## src/design/pps_pkg.sv

```systemverilog
// Purpose: Shared constants and types for the printer power sequencer.
// Assumes: One 50 MHz clock, synchronous active-low reset.
// Notes: Supply health arrives as a vector of good levels.
package pps_pkg;

  localparam int unsigned CLK_HZ = 50_000_000;
  // Power-up settle time in microseconds before power-ready may rise.
  localparam int unsigned SETTLE_US = 100_000;
  localparam int unsigned SETTLE_CYC = SETTLE_US * (CLK_HZ / 1_000_000);
  localparam logic [15:0] RESET_VECTOR = 16'h0000;

  typedef enum logic [3:0] {
    PPS_IDLE = 4'b0001,
    PPS_RAMP = 4'b0010,
    PPS_RUN = 4'b0100,
    PPS_DOWN = 4'b1000
  } pps_state_t;

  // Operator panel: buttons in, lamps out.
  typedef struct packed {
    logic on_btn;
    logic off_btn;
  } pps_btn_t;

  typedef struct packed {
    logic on_lamp;
    logic off_lamp;
  } pps_lamp_t;

  // Controls toward the processor side of the printer.
  typedef struct packed {
    logic triac_on;
    logic ctl_supply_on;
    logic out_clear;
    logic cpu_reset;
    logic power_ready;
    logic host_online;
  } pps_ctl_t;

  // Safe levels held in reset and after every shutdown.
  localparam pps_lamp_t LAMP_OFF = '{on_lamp: 1'h0, off_lamp: 1'h1};
  localparam pps_ctl_t CTL_OFF = '{triac_on: 1'h0, ctl_supply_on: 1'h0,
    out_clear: 1'h1, cpu_reset: 1'h1, power_ready: 1'h0, host_online: 1'h0};

endpackage

```

## src/design/pps_sequencer.sv

```systemverilog
// Purpose: Power sequencer for a line printer control system.
// Assumes: Button and supply-good inputs are synchronous and debounced.
// Notes: Runs with no cooperation from the processor it supervises.
`timescale 1ns/1ps

// Functional notes
// - Only this block drives the ON and OFF lamps and reads both buttons.
// - An ON press starts the cycle counter and turns the triac on.
// - Output port latches are held cleared throughout power-up.
// - The processor is held in reset with its start address at 0000 hex.
// - Power-ready rises only after the counter expires with all supplies good.
// - After power-ready the supplies and OFF button are watched continuously.
// - A supply loss or OFF press switches off the controller supply.
// - Shutdown lights OFF, darkens ON and returns to idle for the next ON.
// - Shutdown needs no action from the processor.
// - A power-down shows the printer off-line on the host run signal.
module pps_sequencer #(
  parameter int unsigned NUM_SUPPLY = 4,
  parameter int unsigned SETTLE_CYCLES = pps_pkg::SETTLE_CYC
) (
  input wire logic sys_clk, // system clock, 50 MHz
  input wire logic nrst, // synchronous reset, active low
  input wire pps_pkg::pps_btn_t btn, // operator ON and OFF buttons
  input wire logic [NUM_SUPPLY-1:0] supply_good, // per-rail good level
  output pps_pkg::pps_lamp_t lamp, // ON and OFF panel lamps
  output pps_pkg::pps_ctl_t ctl, // triac, supply, reset and ready
  output logic [15:0] reset_vector // start address during reset
);

  localparam int CW = $clog2(SETTLE_CYCLES + 1);
  localparam logic [CW-1:0] CNT_END = CW'(SETTLE_CYCLES);

  typedef struct packed {
    pps_pkg::pps_state_t st;
    logic [CW-1:0] cnt;
    pps_pkg::pps_lamp_t lamp;
    pps_pkg::pps_ctl_t ctl;
  } pps_reg_t;

  pps_reg_t s_q;
  pps_reg_t s_d;
  logic all_good;
  logic fault;

  assign all_good = &supply_good;
  // Faults use only local inputs, so a dead processor cannot block them.
  assign fault = !all_good || btn.off_btn;

  always_comb begin
    s_d = s_q;
    case (s_q.st)
      pps_pkg::PPS_IDLE: begin
        if (btn.on_btn && !btn.off_btn) begin
          s_d.st = pps_pkg::PPS_RAMP;
          s_d.cnt = '0;
          s_d.ctl.triac_on = 1'b1;
          s_d.ctl.ctl_supply_on = 1'b1;
          s_d.lamp.on_lamp = 1'b1;
          s_d.lamp.off_lamp = 1'b0;
        end
      end
      pps_pkg::PPS_RAMP: begin
        if (btn.off_btn) begin
          s_d.st = pps_pkg::PPS_DOWN;
        end else if (s_q.cnt != CNT_END) begin
          s_d.cnt = s_q.cnt + CW'(1);
        end else if (all_good) begin
          s_d.st = pps_pkg::PPS_RUN;
          s_d.ctl.power_ready = 1'b1;
          s_d.ctl.cpu_reset = 1'b0;
          s_d.ctl.out_clear = 1'b0;
          s_d.ctl.host_online = 1'b1;
        end
      end
      pps_pkg::PPS_RUN: begin
        if (fault) begin
          s_d.st = pps_pkg::PPS_DOWN;
          s_d.ctl.power_ready = 1'b0;
          s_d.ctl.cpu_reset = 1'b1;
          s_d.ctl.out_clear = 1'b1;
          s_d.ctl.host_online = 1'b0;
          s_d.ctl.ctl_supply_on = 1'b0;
        end
      end
      pps_pkg::PPS_DOWN: begin
        s_d.st = pps_pkg::PPS_IDLE;
      end
      default: begin
        s_d.st = pps_pkg::PPS_IDLE;
      end
    endcase
    if (s_d.st == pps_pkg::PPS_DOWN) begin
      s_d.ctl.power_ready = 1'b0;
      s_d.ctl.cpu_reset = 1'b1;
      s_d.ctl.out_clear = 1'b1;
      s_d.ctl.host_online = 1'b0;
      s_d.ctl.ctl_supply_on = 1'b0;
      s_d.ctl.triac_on = 1'b0;
      s_d.lamp.on_lamp = 1'b0;
      s_d.lamp.off_lamp = 1'b1;
    end
  end

  always_ff @(posedge sys_clk) begin
    if (!nrst) begin
      s_q.st <= pps_pkg::PPS_IDLE;
      s_q.cnt <= '0;
      s_q.lamp <= pps_pkg::LAMP_OFF;
      s_q.ctl <= pps_pkg::CTL_OFF;
    end else begin
      s_q <= s_d;
    end
  end

  assign lamp = s_q.lamp;
  assign ctl = s_q.ctl;
  // The processor fetches from the reset vector whenever reset lifts.
  assign reset_vector = pps_pkg::RESET_VECTOR;

  // One check per rail, so a loss on any single rail is covered.
  for (genvar g = 0; g < NUM_SUPPLY; g++) begin : g_rail

  end
endmodule

```

## config.mk

```make
export PLATFORM = sky130hd
export DESIGN_NAME = pps_sequencer
export DESIGN_NICKNAME = d
export VERILOG_FILES = /design/src/design/pps_pkg.sv /design/src/design/pps_sequencer.sv
export SDC_FILE = /design/constraint.sdc
export NUM_CORES = 1
export LEC_CHECK = 0
export BUFFER_PORTS_ARGS = -buffer_cell sky130_fd_sc_hd__clkbuf_2
export CORE_MARGIN = 3
export CORE_UTILIZATION = 35
export CTS_BUF_LIST = sky130_fd_sc_hd__clkbuf_8
export DETAILED_ROUTE_END_ITERATION = 8
export SYNTH_ARGS = -nofsm -noshare
export SYNTH_HDL_FRONTEND = slang
export SYNTH_SLANG_ARGS = --single-unit
```

## constraint.sdc

```tcl
create_clock -name sys_clk -period 1.8 [get_ports sys_clk]
set_input_delay 0.18 -clock sys_clk [delete_from_list [all_inputs] [get_ports sys_clk]]
set_output_delay 0.18 -clock sys_clk [all_outputs]
set_load 0.005 [all_outputs]
```

**After elaboration in Yosys (flattened, before gate mapping)**

Index checks and enable logic that the tools add are counted.

- Multiplexer cells: 15
- Equal/unequal tests: 11
- $add $sub $neg: 1
- Bitwise gates (word level): 1
- Reduce and logical (&&, ||, !) cells: 13

Operators by type and width:

| kind | number |
|---|---|
| 2-to-1 mux 23 bit | 2 |
| one-hot mux 23 bit (2 select lines) | 1 |
| 2-to-1 mux 31 bit | 1 |
| 2-to-1 mux 4 bit | 7 |
| adder 23 x 1 -> 23 bit, second input constant | 1 |
| inequality test 23 bit, second input constant | 1 |
| inequality test 2 bit, second input constant | 6 |
| one-hot mux 4 bit (3 select lines) | 1 |
| one-hot mux 4 bit (2 select lines) | 1 |
| AND reduction 4 bit | 2 |
| nonzero test 2 bit | 3 |
| 2-to-1 mux 5 bit | 1 |
| AND reduction 5 bit | 1 |
| == test 4 x 1 -> 1 bit, second input constant | 1 |
| == test 4 x 2 -> 1 bit, second input constant | 1 |
| == test 4 x 3 -> 1 bit, second input constant | 1 |
| == test 4 bit, second input constant | 1 |
| AND reduction 3 bit | 1 |
| zero test 1 bit | 2 |
| one-hot mux 1 bit (2 select lines) | 1 |
| AND reduction 2 bit | 1 |
| OR reduction 2 bit | 1 |
| logical AND 1 bit | 1 |
| logical OR 1 bit | 1 |
| NOT 1 bit | 1 |

- Output and inout bits: 24
- Word-level logic and storage cells: 50
- Bits in registers: 34
- Bits of input ports: 8

**Longest topological paths before layout**

Gate-level depths: netlist of the first run.

- Depth after elaboration: 7
- Gate-level depth with buffers: 7

**Worst setup path before layout of the first run**

No wires, ideal clock.

- Kind: reg2reg
- Start point: register s_q[12] in the netlist's numbering
- End point: register s_q[32] in the netlist's numbering
- Slack: 0.054 ns
- Required time: 1.675 ns
- Path buffers: 1
- Arrival: 1.621 ns
- Setup time: 0.125 ns
- Stages on the path, launching flop included: 6
- Clock period less this slack: 1.746 ns
- Cell sequence: dfxtp_1 buf_6 or4b_1 or4_4 nor4b_2 a211oi_1

- Cells in the longest elaborated chain, start to end: 4

RTL lines:

| what | line | source |
|---|---|---|
| start: declaration | pps_sequencer.sv:40 | `pps_reg_t s_q;` |
| inequality test 23 bit | pps_sequencer.sv:65 | `end else if (s_q.cnt != CNT_END) begin` |
| 2-to-1 mux 4 bit | pps_sequencer.sv:65 |  |
| 2-to-1 mux 4 bit | pps_sequencer.sv:63 | `if (btn.off_btn) begin` |
| one-hot mux 4 bit (3 select lines) | pps_sequencer.sv:51 | `case (s_q.st)` |

No other way between the ends.
A chain may end at the register's enable or synchronous reset.

**Worst setup path in the final report of the first run**

Ends and elaborated chain as after synthesis.

==> flow_metrics.tcl, run 1 <==
set metrics [dict create \
    outcome "finished clean" \
    crit_chain "or4b_1 -> or4_4 -> nor4b_2 -> a211oi_1" \
    grt_most_used_layer "met2" \
    cp.arrival_ns 1.88 \
    overflow 0 \
    synth_ff_type "dfxtp_1" \
    grt_pass1_vias 1447 \
    synth_fa_ha_area_frac 0.01321 \
    grt_max_degree 22 \
    grt_use_met2 0.2112 \
    syn_area_um2 1894 \
    fill_cells 522 \
    post_cts.repair.setup_buffers 0 \
    ios 32 \
    hold_ws_ns 0.1380 \
    synth-xor-area-share 0.01387 \
    synth-simple-area-share 0.3137 \
    ys_types 46 \
    grtUsageTotal 0.1350 \
    die_w_um 79.57 \
    hold_viol 0 \
    dp_hpwl_mm 2.988 \
    power_density_nw_per_um2 646.2 \
    peakVddDrop_mv 0.2145 \
    die_area_um2 6331 \
    drtAntennaViolNets 0 \
    vias_per_cell 5.022 \
    rrSetupSlack_ns 0.08 \
    final-instance-count-excl-fill 316 \
    worstSetupPathType "reg2reg" \
    rsz0062_at_grt "true" \
    holdBufCountCts 0 \
    register_area_um2 644.4 \
    drv_slew 0 \
    whs_path_depth 2 \
    cts_tree "yes" \
    grt_pass1_wl_mm 6.803 \
    n_antenna_cell 0 \
    syn_inst 225 \
    multi_input_area_um2 1051 \
    hp-class "in2reg" \
    cp.buffers_inverters 0 \
    rr_worst_depth 4 \
    reg2reg_from "s_q[12]" \
    synth.area.mux_share 0.05812 \
    crit_slowest_cell "or4b_1" \
    leakage_uw 0.0007971 \
    cts_root_buffer "clkbuf_8" \
    worstPathRequired_ns 1.96 \
    rows 26 \
    avgRoutedWirePerCell_um 12.71 \
    yosysSeqAreaShare 0.3382 \
    min_from "btn[0]" \
    grt_util_met3 0.02709 \
    routabilityCongestion 0.8202 \
    synth_edf_count 0 \
    finalCritPeriodShare 0.9560 \
    dr_total_vias 1587 \
    area_growth_syn_to_layout_pct 10.96 \
    synthArstFlopShare 0 \
    met1_usage 0.1838 \
    cts.path.max_buffers 2 \
    cts_sinks 32 \
    slowest_delay_ns 0.49 \
    totalWireLength_mm 4.017 \
    cp_max_fo 7 \
    synth_seq_cells 32 \
    drt_iter0_markers 112 \
    finalSetupViolations 0 \
    start_kind "flop" \
    avgSynthCellArea_um2 8.419 \
    whs_endpoint "s_q[33]" \
    layout_commonest_cell "dfxtp_1" \
    die_y_um 79.57 \
    antenna_found_initial 0 \
    cts_resized 0 \
    start_util 0.3662 \
    first_pass_iters 4 \
    yosysWarningCount 0 \
    fmaxAchievable_mhz 581.2 \
    fin_skew_ns 0.005945 \
    clk_pin_slew_ns 0.06 \
    drv_cap 0 \
    io_buffers 15 \
    synth-compound-area-share 0.1149 \
    drc 0 \
    final_cell_mix "dfxtp_1, nand2_1, buf_4" \
    clk_latency_ns 0.28 \
    finalSetupTns_ns 0 \
    coreArea_um2 5172 \
    h-tree-depth 2 \
    numCtsBuffers 5 \
    cp_top_family "simple AND/OR/NAND/NOR gates" \
    layout_min_cycle_time_ns 1.721 \
    finalNetCount 255 \
    layout-drive-gt1-share 0.2114 \
    synth_top_family_by_area "simple AND/OR/NAND/NOR gates" \
    fin_util 0.4064 \
    end_kind "flop" \
    rr_endpoint "s_q[32]" \
    placedCellCount 308 \
]
sequential cells by signal (all words and copies together) (netlist names):
register  cells
lamp          1
s_q          27
ctl           4
per-layer routing:
layer	wire, µm	vias up	part of all wire
met5	0	-	0
met4	63	0	0.016
met3	138	5	0.034
met2	1852	32	0.46
met1	1962	741	0.49
li1	-	809	-
metrics by stage:
stage | instance area, µm² | power [µW] | worst slack, ns
floorplan | 1951 | 824.1 | 0.05432
global placement | 1991 | 819.0 | 0.06609
detailed placement | 1991 | 819.7 | 0.06023
CTS | 2081 | 1377 | 0.04950
global route | 2102 | 1415 | -0.01180
finish | 2102 | 1358 | 0.07928
power by group:
| part | internal (µW) | switching (µW) | total, µW |
|---|---|---|---|
| Clock | 300 | 253 | 553 |
| Combinational | 29.7 | 55.1 | 84.8 |
| Sequential | 715 | 5.06 | 720 |
| Total | 1040 | 313 | 1360 |
cell usage after synthesis (2+ instances only):
cell,n,share of area
dfxtp_1,32,0.34
buf_4,24,0.095
nand2_1,22,0.044
a21oi_1,17,0.045
mux2i_1,11,0.058
nand2b_1,10,0.033
nand4_1,10,0.033
nand3_1,8,0.021
nor2_1,8,0.016
or3_1,8,0.026
inv_1,7,0.014
o21ai_0,7,0.018
nor3_1,5,0.013
nor4b_1,5,0.023
buf_2,4,0.011
and3_1,3,0.0099
clkbuf_1,3,0.0059
nor4bb_1,3,0.016
xor2_1,3,0.014
a211oi_1,2,0.0079
a21o_1,2,0.0079
and4_1,2,0.0092
clkbuf_8,2,0.015
ha_1,2,0.013
nor4_1,2,0.0066
nor4b_2,2,0.016
o211ai_1,2,0.0079
cells by family (layout without fill, tap and decap cells):
group | Yosys count | in the layout
AOI/OAI and AO/OA | 36 | 36
xor gates and xnor gates | 3 | 3
adders and majority gates | 2 | 2
buffers and inverters | 41 | 47
DFF | 32 | 32
muxes | 11 | 11
other | 1 | 16
and+or+nand+nor | 99 | 99
cell type report:
cell class                      instances  area share
Clock buffer                            6     0.03929
Multi-Input combinational cell        167      0.5000
Inverter                                7     0.01250
Sequential cell                        32      0.3065
Clock inverter                          2    0.003571
Tap cell                               70     0.04167
Timing Repair Buffer                   32     0.09643
worst max path at each step:
stage,start,endpoint,depth (start not counted)
detailed placement,s_q[12],s_q[32],4
global route,s_q[9],s_q[33],6
CTS,s_q[12],s_q[32],4
finish,s_q[12],s_q[32],4
floorplan,s_q[12],s_q[32],5
global placement,s_q[12],s_q[32],4
(Power assumes the default switching activity.)
==> inputs of run 2 (changes only) <==
--- a/config.mk
+++ b/config.mk
@@ -6,10 +6,13 @@
 export NUM_CORES = 1
 export LEC_CHECK = 0
 export BUFFER_PORTS_ARGS = -buffer_cell sky130_fd_sc_hd__clkbuf_2
+export CELL_PAD_IN_SITES_DETAIL_PLACEMENT = 0
+export CELL_PAD_IN_SITES_GLOBAL_PLACEMENT = 1
 export CORE_MARGIN = 3
 export CORE_UTILIZATION = 35
 export CTS_BUF_LIST = sky130_fd_sc_hd__clkbuf_8
 export DETAILED_ROUTE_END_ITERATION = 8
+export PLACE_DENSITY_LB_ADDON = 0.1
 export SYNTH_ARGS = -nofsm -noshare
 export SYNTH_HDL_FRONTEND = slang
 export SYNTH_SLANG_ARGS = --single-unit
==> run 2 against run 1 <==
Effect of this change: hold slack got worse by 0.0066 ns; first-iteration DRC count is 1.8% lower; wire length increased by 8.7%; critical endpoint unchanged; largest cell class unchanged.
==> flow_metrics.tcl, run 2 (synthesized netlist as in run 1, its figures left out) <==
set metrics [dict create \
    outcome "finished clean" \
    routabilityCongestion 0.8862 \
    p_comb_frac 0.061 \
    grtUsageTotal 0.1444 \
    leakage_uw 0.0008032 \
    layout_commonest_cell "dfxtp_1" \
    drv_cap 0 \
    clockPowerShare 0.426 \
    dr_wl_met2_mm 1.865 \
    antenna_found_initial 0 \
    fill_cells 536 \
    worstSetupPathType "reg2reg" \
    rsz0062_at_grt "false" \
    peakVddDrop_mv 0.2436 \
    die_y_um 79.57 \
    finalSetupTns_ns 0 \
    n_antenna_cell 0 \
    vias_per_cell 5.164 \
    dr_total_vias 1642 \
    worstPathRequired_ns 1.97 \
    intPower_uw 1086 \
    power_density_nw_per_um2 653.5 \
    io_buffers 15 \
    grt_pass1_vias 1459 \
    first_pass_iters 4 \
    cts_root_buffer "clkbuf_8" \
    cts_tree "yes" \
    finalCritPeriodShare 0.9681 \
    min_from "btn[0]" \
    start_util 0.3662 \
    top_register "s_q" \
    crit_start "s_q[14]" \
    clk_pin_slew_ns 0.07 \
    top_layer "met4" \
    holdBufCountCts 0 \
    avgRoutedWirePerCell_um 13.73 \
    numCtsBuffers 5 \
    dp_hpwl_mm 3.294 \
    cts.path.max_buffers 2 \
    reg2reg_from "s_q[14]" \
    grt_max_degree 22 \
    finalSetupViolations 0 \
    wl_met1_mm 2.136 \
    post_cts.repair.setup_buffers 0 \
    final_cell_mix "dfxtp_1, nand2_1, buf_4" \
    fin_skew_ns 0.007455 \
    finalNetCount 258 \
    seqPwrFrac 0.512 \
    drv_slew 0 \
    coreArea_um2 5172 \
    area_growth_syn_to_layout_pct 13.67 \
    hold_viol 0 \
    clk_latency_ns 0.29 \
    layout-drive-gt1-share 0.2460 \
    drc 0 \
    layout_min_cycle_time_ns 1.743 \
    end_kind "flop" \
    die_area_um2 6331 \
    cp_max_fo 7 \
    cp.arrival_ns 1.91 \
    fmaxAchievable_mhz 573.9 \
    rows 26 \
    cts_sinks 32 \
    start_kind "flop" \
    reg_top3 "s_q (27), ctl (4), lamp (1)" \
    die_w_um 79.57 \
    ios 32 \
    totalWireLength_mm 4.366 \
    drt_iter0_markers 110 \
    grt_pass1_wl_mm 7.044 \
    wl_met3_um 277 \
    hp-class "in2reg" \
    largest_reg_flops 27 \
    switching_power_uw 321.7 \
    overflow 0 \
    drtAntennaViolNets 0 \
    h-tree-depth 2 \
    hold_ws_ns 0.1314 \
    switching_share 0.2286 \
]
-- run 2: cell types whose count changed in the layout (fill, tap and decap cells not counted), sizes merged --
cell	previous run	this run
clkbuf	21	22
inv	9	7
buf	17	20
-- run 2: power by group through the flow --
stage | Combinational, µW | Sequential (µW) | Clock, µW
floorplan | 89.1 | 735 | 0
global placement | 83.3 | 736 | 0
detailed placement | 84.5 | 737 | 0
CTS | 84.8 | 721 | 620
global route | 98.3 | 722 | 652
finish | 86.5 | 721 | 600
-- run 2: metal layers --
| metal | global-route usage | up-vias |
|---|---|---|
| li1 | - | 812 |
| met3 | 0.03950 | 8 |
| met1 | 0.1986 | 774 |
| met5 | 0 | - |
| met4 | 0.05842 | 0 |
| met2 | 0.2112 | 48 |
-- run 2: final timing paths --
kind | to | slack [ns] | depth (start not counted)
worst min-delay path | s_q[33] | 0.13 | 2
worst max register to register | s_q[32] | 0.06 | 4
worst max-delay path | s_q[32] | 0.06 | 4
worst min register to register | lamp[0] | 0.45 | 1
-- run 2: critical path, stage by stage, from the launching register on --
cell	delay, ns
dfxtp_1	0.40
or4b_1	0.46
or4_4	0.44
nor4b_2	0.25
a211oi_1	0.08
-- run 2: area by class of cell --
| cell class | instances | area, µm² | area share |
|---|---|---|---|
| repair buffers | 35 | 225.2 | 0.1046 |
| multi-input cells | 167 | 1075 | 0.4991 |
| flip-flops and latches | 32 | 643.1 | 0.2987 |
| inverters | 7 | 26.28 | 0.01220 |
| clock buffers | 7 | 96.34 | 0.04474 |
| well taps | 70 | 87.58 | 0.04067 |
-- run 2: repair_timing --
action	in CTS	in global routing
resized for setup	0	13
hold endpoints to repair	0	0
setup endpoints to repair	0	12
-- run 2: metrics by stage --
stage / area, µm² / power, µW / worst slack, ns / cells / util
2_1_floorplan: 1951 / 824.1 / 0.05432 / 240 / -
3_3_place_gp: 2013 / 819.6 / 0.07278 / 311 / 0.3892
3_5_place_dp: 2013 / 821.5 / 0.03499 / 311 / 0.3892
4_1_cts: 2110 / 1426 / 0.02673 / 318 / 0.4078
5_1_grt: 2153 / 1472 / 0.005681 / 318 / 0.4163
6_report: 2153 / 1407 / 0.05739 / 318 / 0.4163
==> inputs of run 3 (changes only) <==
--- a/config.mk
+++ b/config.mk
@@ -13,6 +13,7 @@
 export CTS_BUF_LIST = sky130_fd_sc_hd__clkbuf_8
 export DETAILED_ROUTE_END_ITERATION = 8
 export PLACE_DENSITY_LB_ADDON = 0.1
+export RECOVER_POWER = 50
 export SYNTH_ARGS = -nofsm -noshare
 export SYNTH_HDL_FRONTEND = slang
 export SYNTH_SLANG_ARGS = --single-unit
==> run 3 against run 2 <==
Effect of this change: clock skew down 0.00050 ns; cell count unchanged; maximum frequency about the same; sequential share of layout area up 0.16 points; clock power about the same; largest power group unchanged; first-iteration DRC count down 11%; critical path depth unchanged; non-clock buffer count unchanged; highest routed layer unchanged; via count up 0.18%; hold slack better by 0.0019 ns.
==> flow_metrics.tcl, run 3 (synthesized netlist as in run 1, its figures left out) <==
set metrics [dict create \
    outcome "finished clean" \
    leakage_uw 0.0007852 \
    fin_skew_ns 0.006955 \
    numCtsBuffers 5 \
    dr_total_vias 1645 \
    grt_pass1_vias 1459 \
    clk_pin_slew_ns 0.07 \
    overflow 0 \
    layout_min_cycle_time_ns 1.743 \
    h-tree-depth 2 \
    finalSetupTns_ns 0 \
    reg_top3 "s_q (27), ctl (4), lamp (1)" \
    cts_root_buffer "clkbuf_8" \
    holdBufCountCts 0 \
    drv_slew 0 \
    placedCellCount 311 \
    peakVddDrop_mv 0.2437 \
    largest_reg_flops 27 \
    top_register "s_q" \
    worstPathRequired_ns 1.97 \
    worstSetupPathType "reg2reg" \
    hp-class "in2reg" \
    post_cts.repair.setup_buffers 0 \
    routabilityCongestion 0.8862 \
    layout_commonest_cell "dfxtp_1" \
    avgRoutedWirePerCell_um 13.83 \
    rows 26 \
    cts.path.max_buffers 2 \
    layout-drive-gt1-share 0.2177 \
    vias_per_cell 5.173 \
    hold_viol 0 \
    power_density_nw_per_um2 656.6 \
    die_y_um 79.57 \
    ios 32 \
    rsz0062_at_grt "false" \
    end_kind "flop" \
    antenna_found_initial 0 \
    grt_max_degree 22 \
    drtAntennaViolNets 0 \
    start_util 0.3662 \
    start_kind "flop" \
    clk_latency_ns 0.29 \
    die_area_um2 6331 \
    coreArea_um2 5172 \
    first_pass_iters 4 \
    finalSetupViolations 0 \
    grt_pass1_wl_mm 7.044 \
    cp.arrival_ns 1.91 \
    final_cell_mix "dfxtp_1, nand2_1, buf_4" \
    die_w_um 79.57 \
    io_buffers 15 \
    drc 0 \
    cts_tree "yes" \
    stdcell_area_um2 2142 \
    totalWireLength_mm 4.397 \
    dp_hpwl_mm 3.294 \
    finalNetCount 258 \
    drv_cap 0 \
    grtUsageTotal 0.1444 \
    final-instance-count-excl-fill 318 \
    cp_max_fo 7 \
    drt_iter0_markers 98 \
    area_growth_syn_to_layout_pct 13.08 \
    placed_area_um2 2013 \
    n_antenna_cell 0 \
    finalCritPeriodShare 0.9683 \
    fmaxAchievable_mhz 573.7 \
    cts_sinks 32 \
]
run 3: cell types whose count changed in the layout (fill, tap and decap cells not counted), sizes merged:
cell,delta
buf,-1
clkbuf,+1
run 3: power by group:
group          total [µW]  internal, µW  switching, µW
logic                85.5          28.9           56.6
clock network         600           340            260
registers             721           715           5.85
run 3: what timing repair did:
item                                   4_1_cts  5_1_grt
gates resized for setup                      0       13
endpoints found under the hold margin        0        0
setup endpoints to repair                    0       12
run 3: worst max-delay path, cell delays in order (launching register included):
cell,delay [ns]
dfxtp_1,0.40
or4b_1,0.46
or4_4,0.44
nor4b_2,0.25
a211oi_1,0.08
run 3: final cells by class:
class / instances / area [µm²]
Fill cell: 541 / 3030
Multi-Input combinational cell: 167 / 1074
Sequential cell: 32 / 643.1
Timing Repair Buffer: 35 / 215.2
Clock buffer: 7 / 96.34
Tap cell: 70 / 87.58
Inverter: 7 / 26.28
run 3: final timing paths:
kind              slack (ns)     from  endpoint  cells past startpoint
setup / recovery        0.06  s_q[14]   s_q[32]                      4
hold / removal          0.13   btn[0]   s_q[33]                      2
setup reg to reg        0.06  s_q[14]   s_q[32]                      4
hold reg to reg         0.45  lamp[0]   lamp[0]                      1
run 3: stage by stage:
stage          utilization  worst slack, ns  hold WS [ns]  total power [µW]
6_report            0.4141          0.05697        0.1333              1407
5_1_grt             0.4141         0.005681        0.1350              1471
4_1_cts             0.4078          0.02673        0.1392              1426
3_5_place_dp        0.3892          0.03499        0.4411             821.5
3_3_place_gp        0.3892          0.07278        0.4323             819.6
2_1_floorplan            -          0.05432        0.2631             824.1
run 3: metal layers:
layer	wire [µm]	global-route usage	part of all wire
met1	2173	0.1986	0.49
met3	257	0.03950	0.058
met5	0	0	0
met4	87	0.05842	0.020
met2	1879	0.2112	0.43
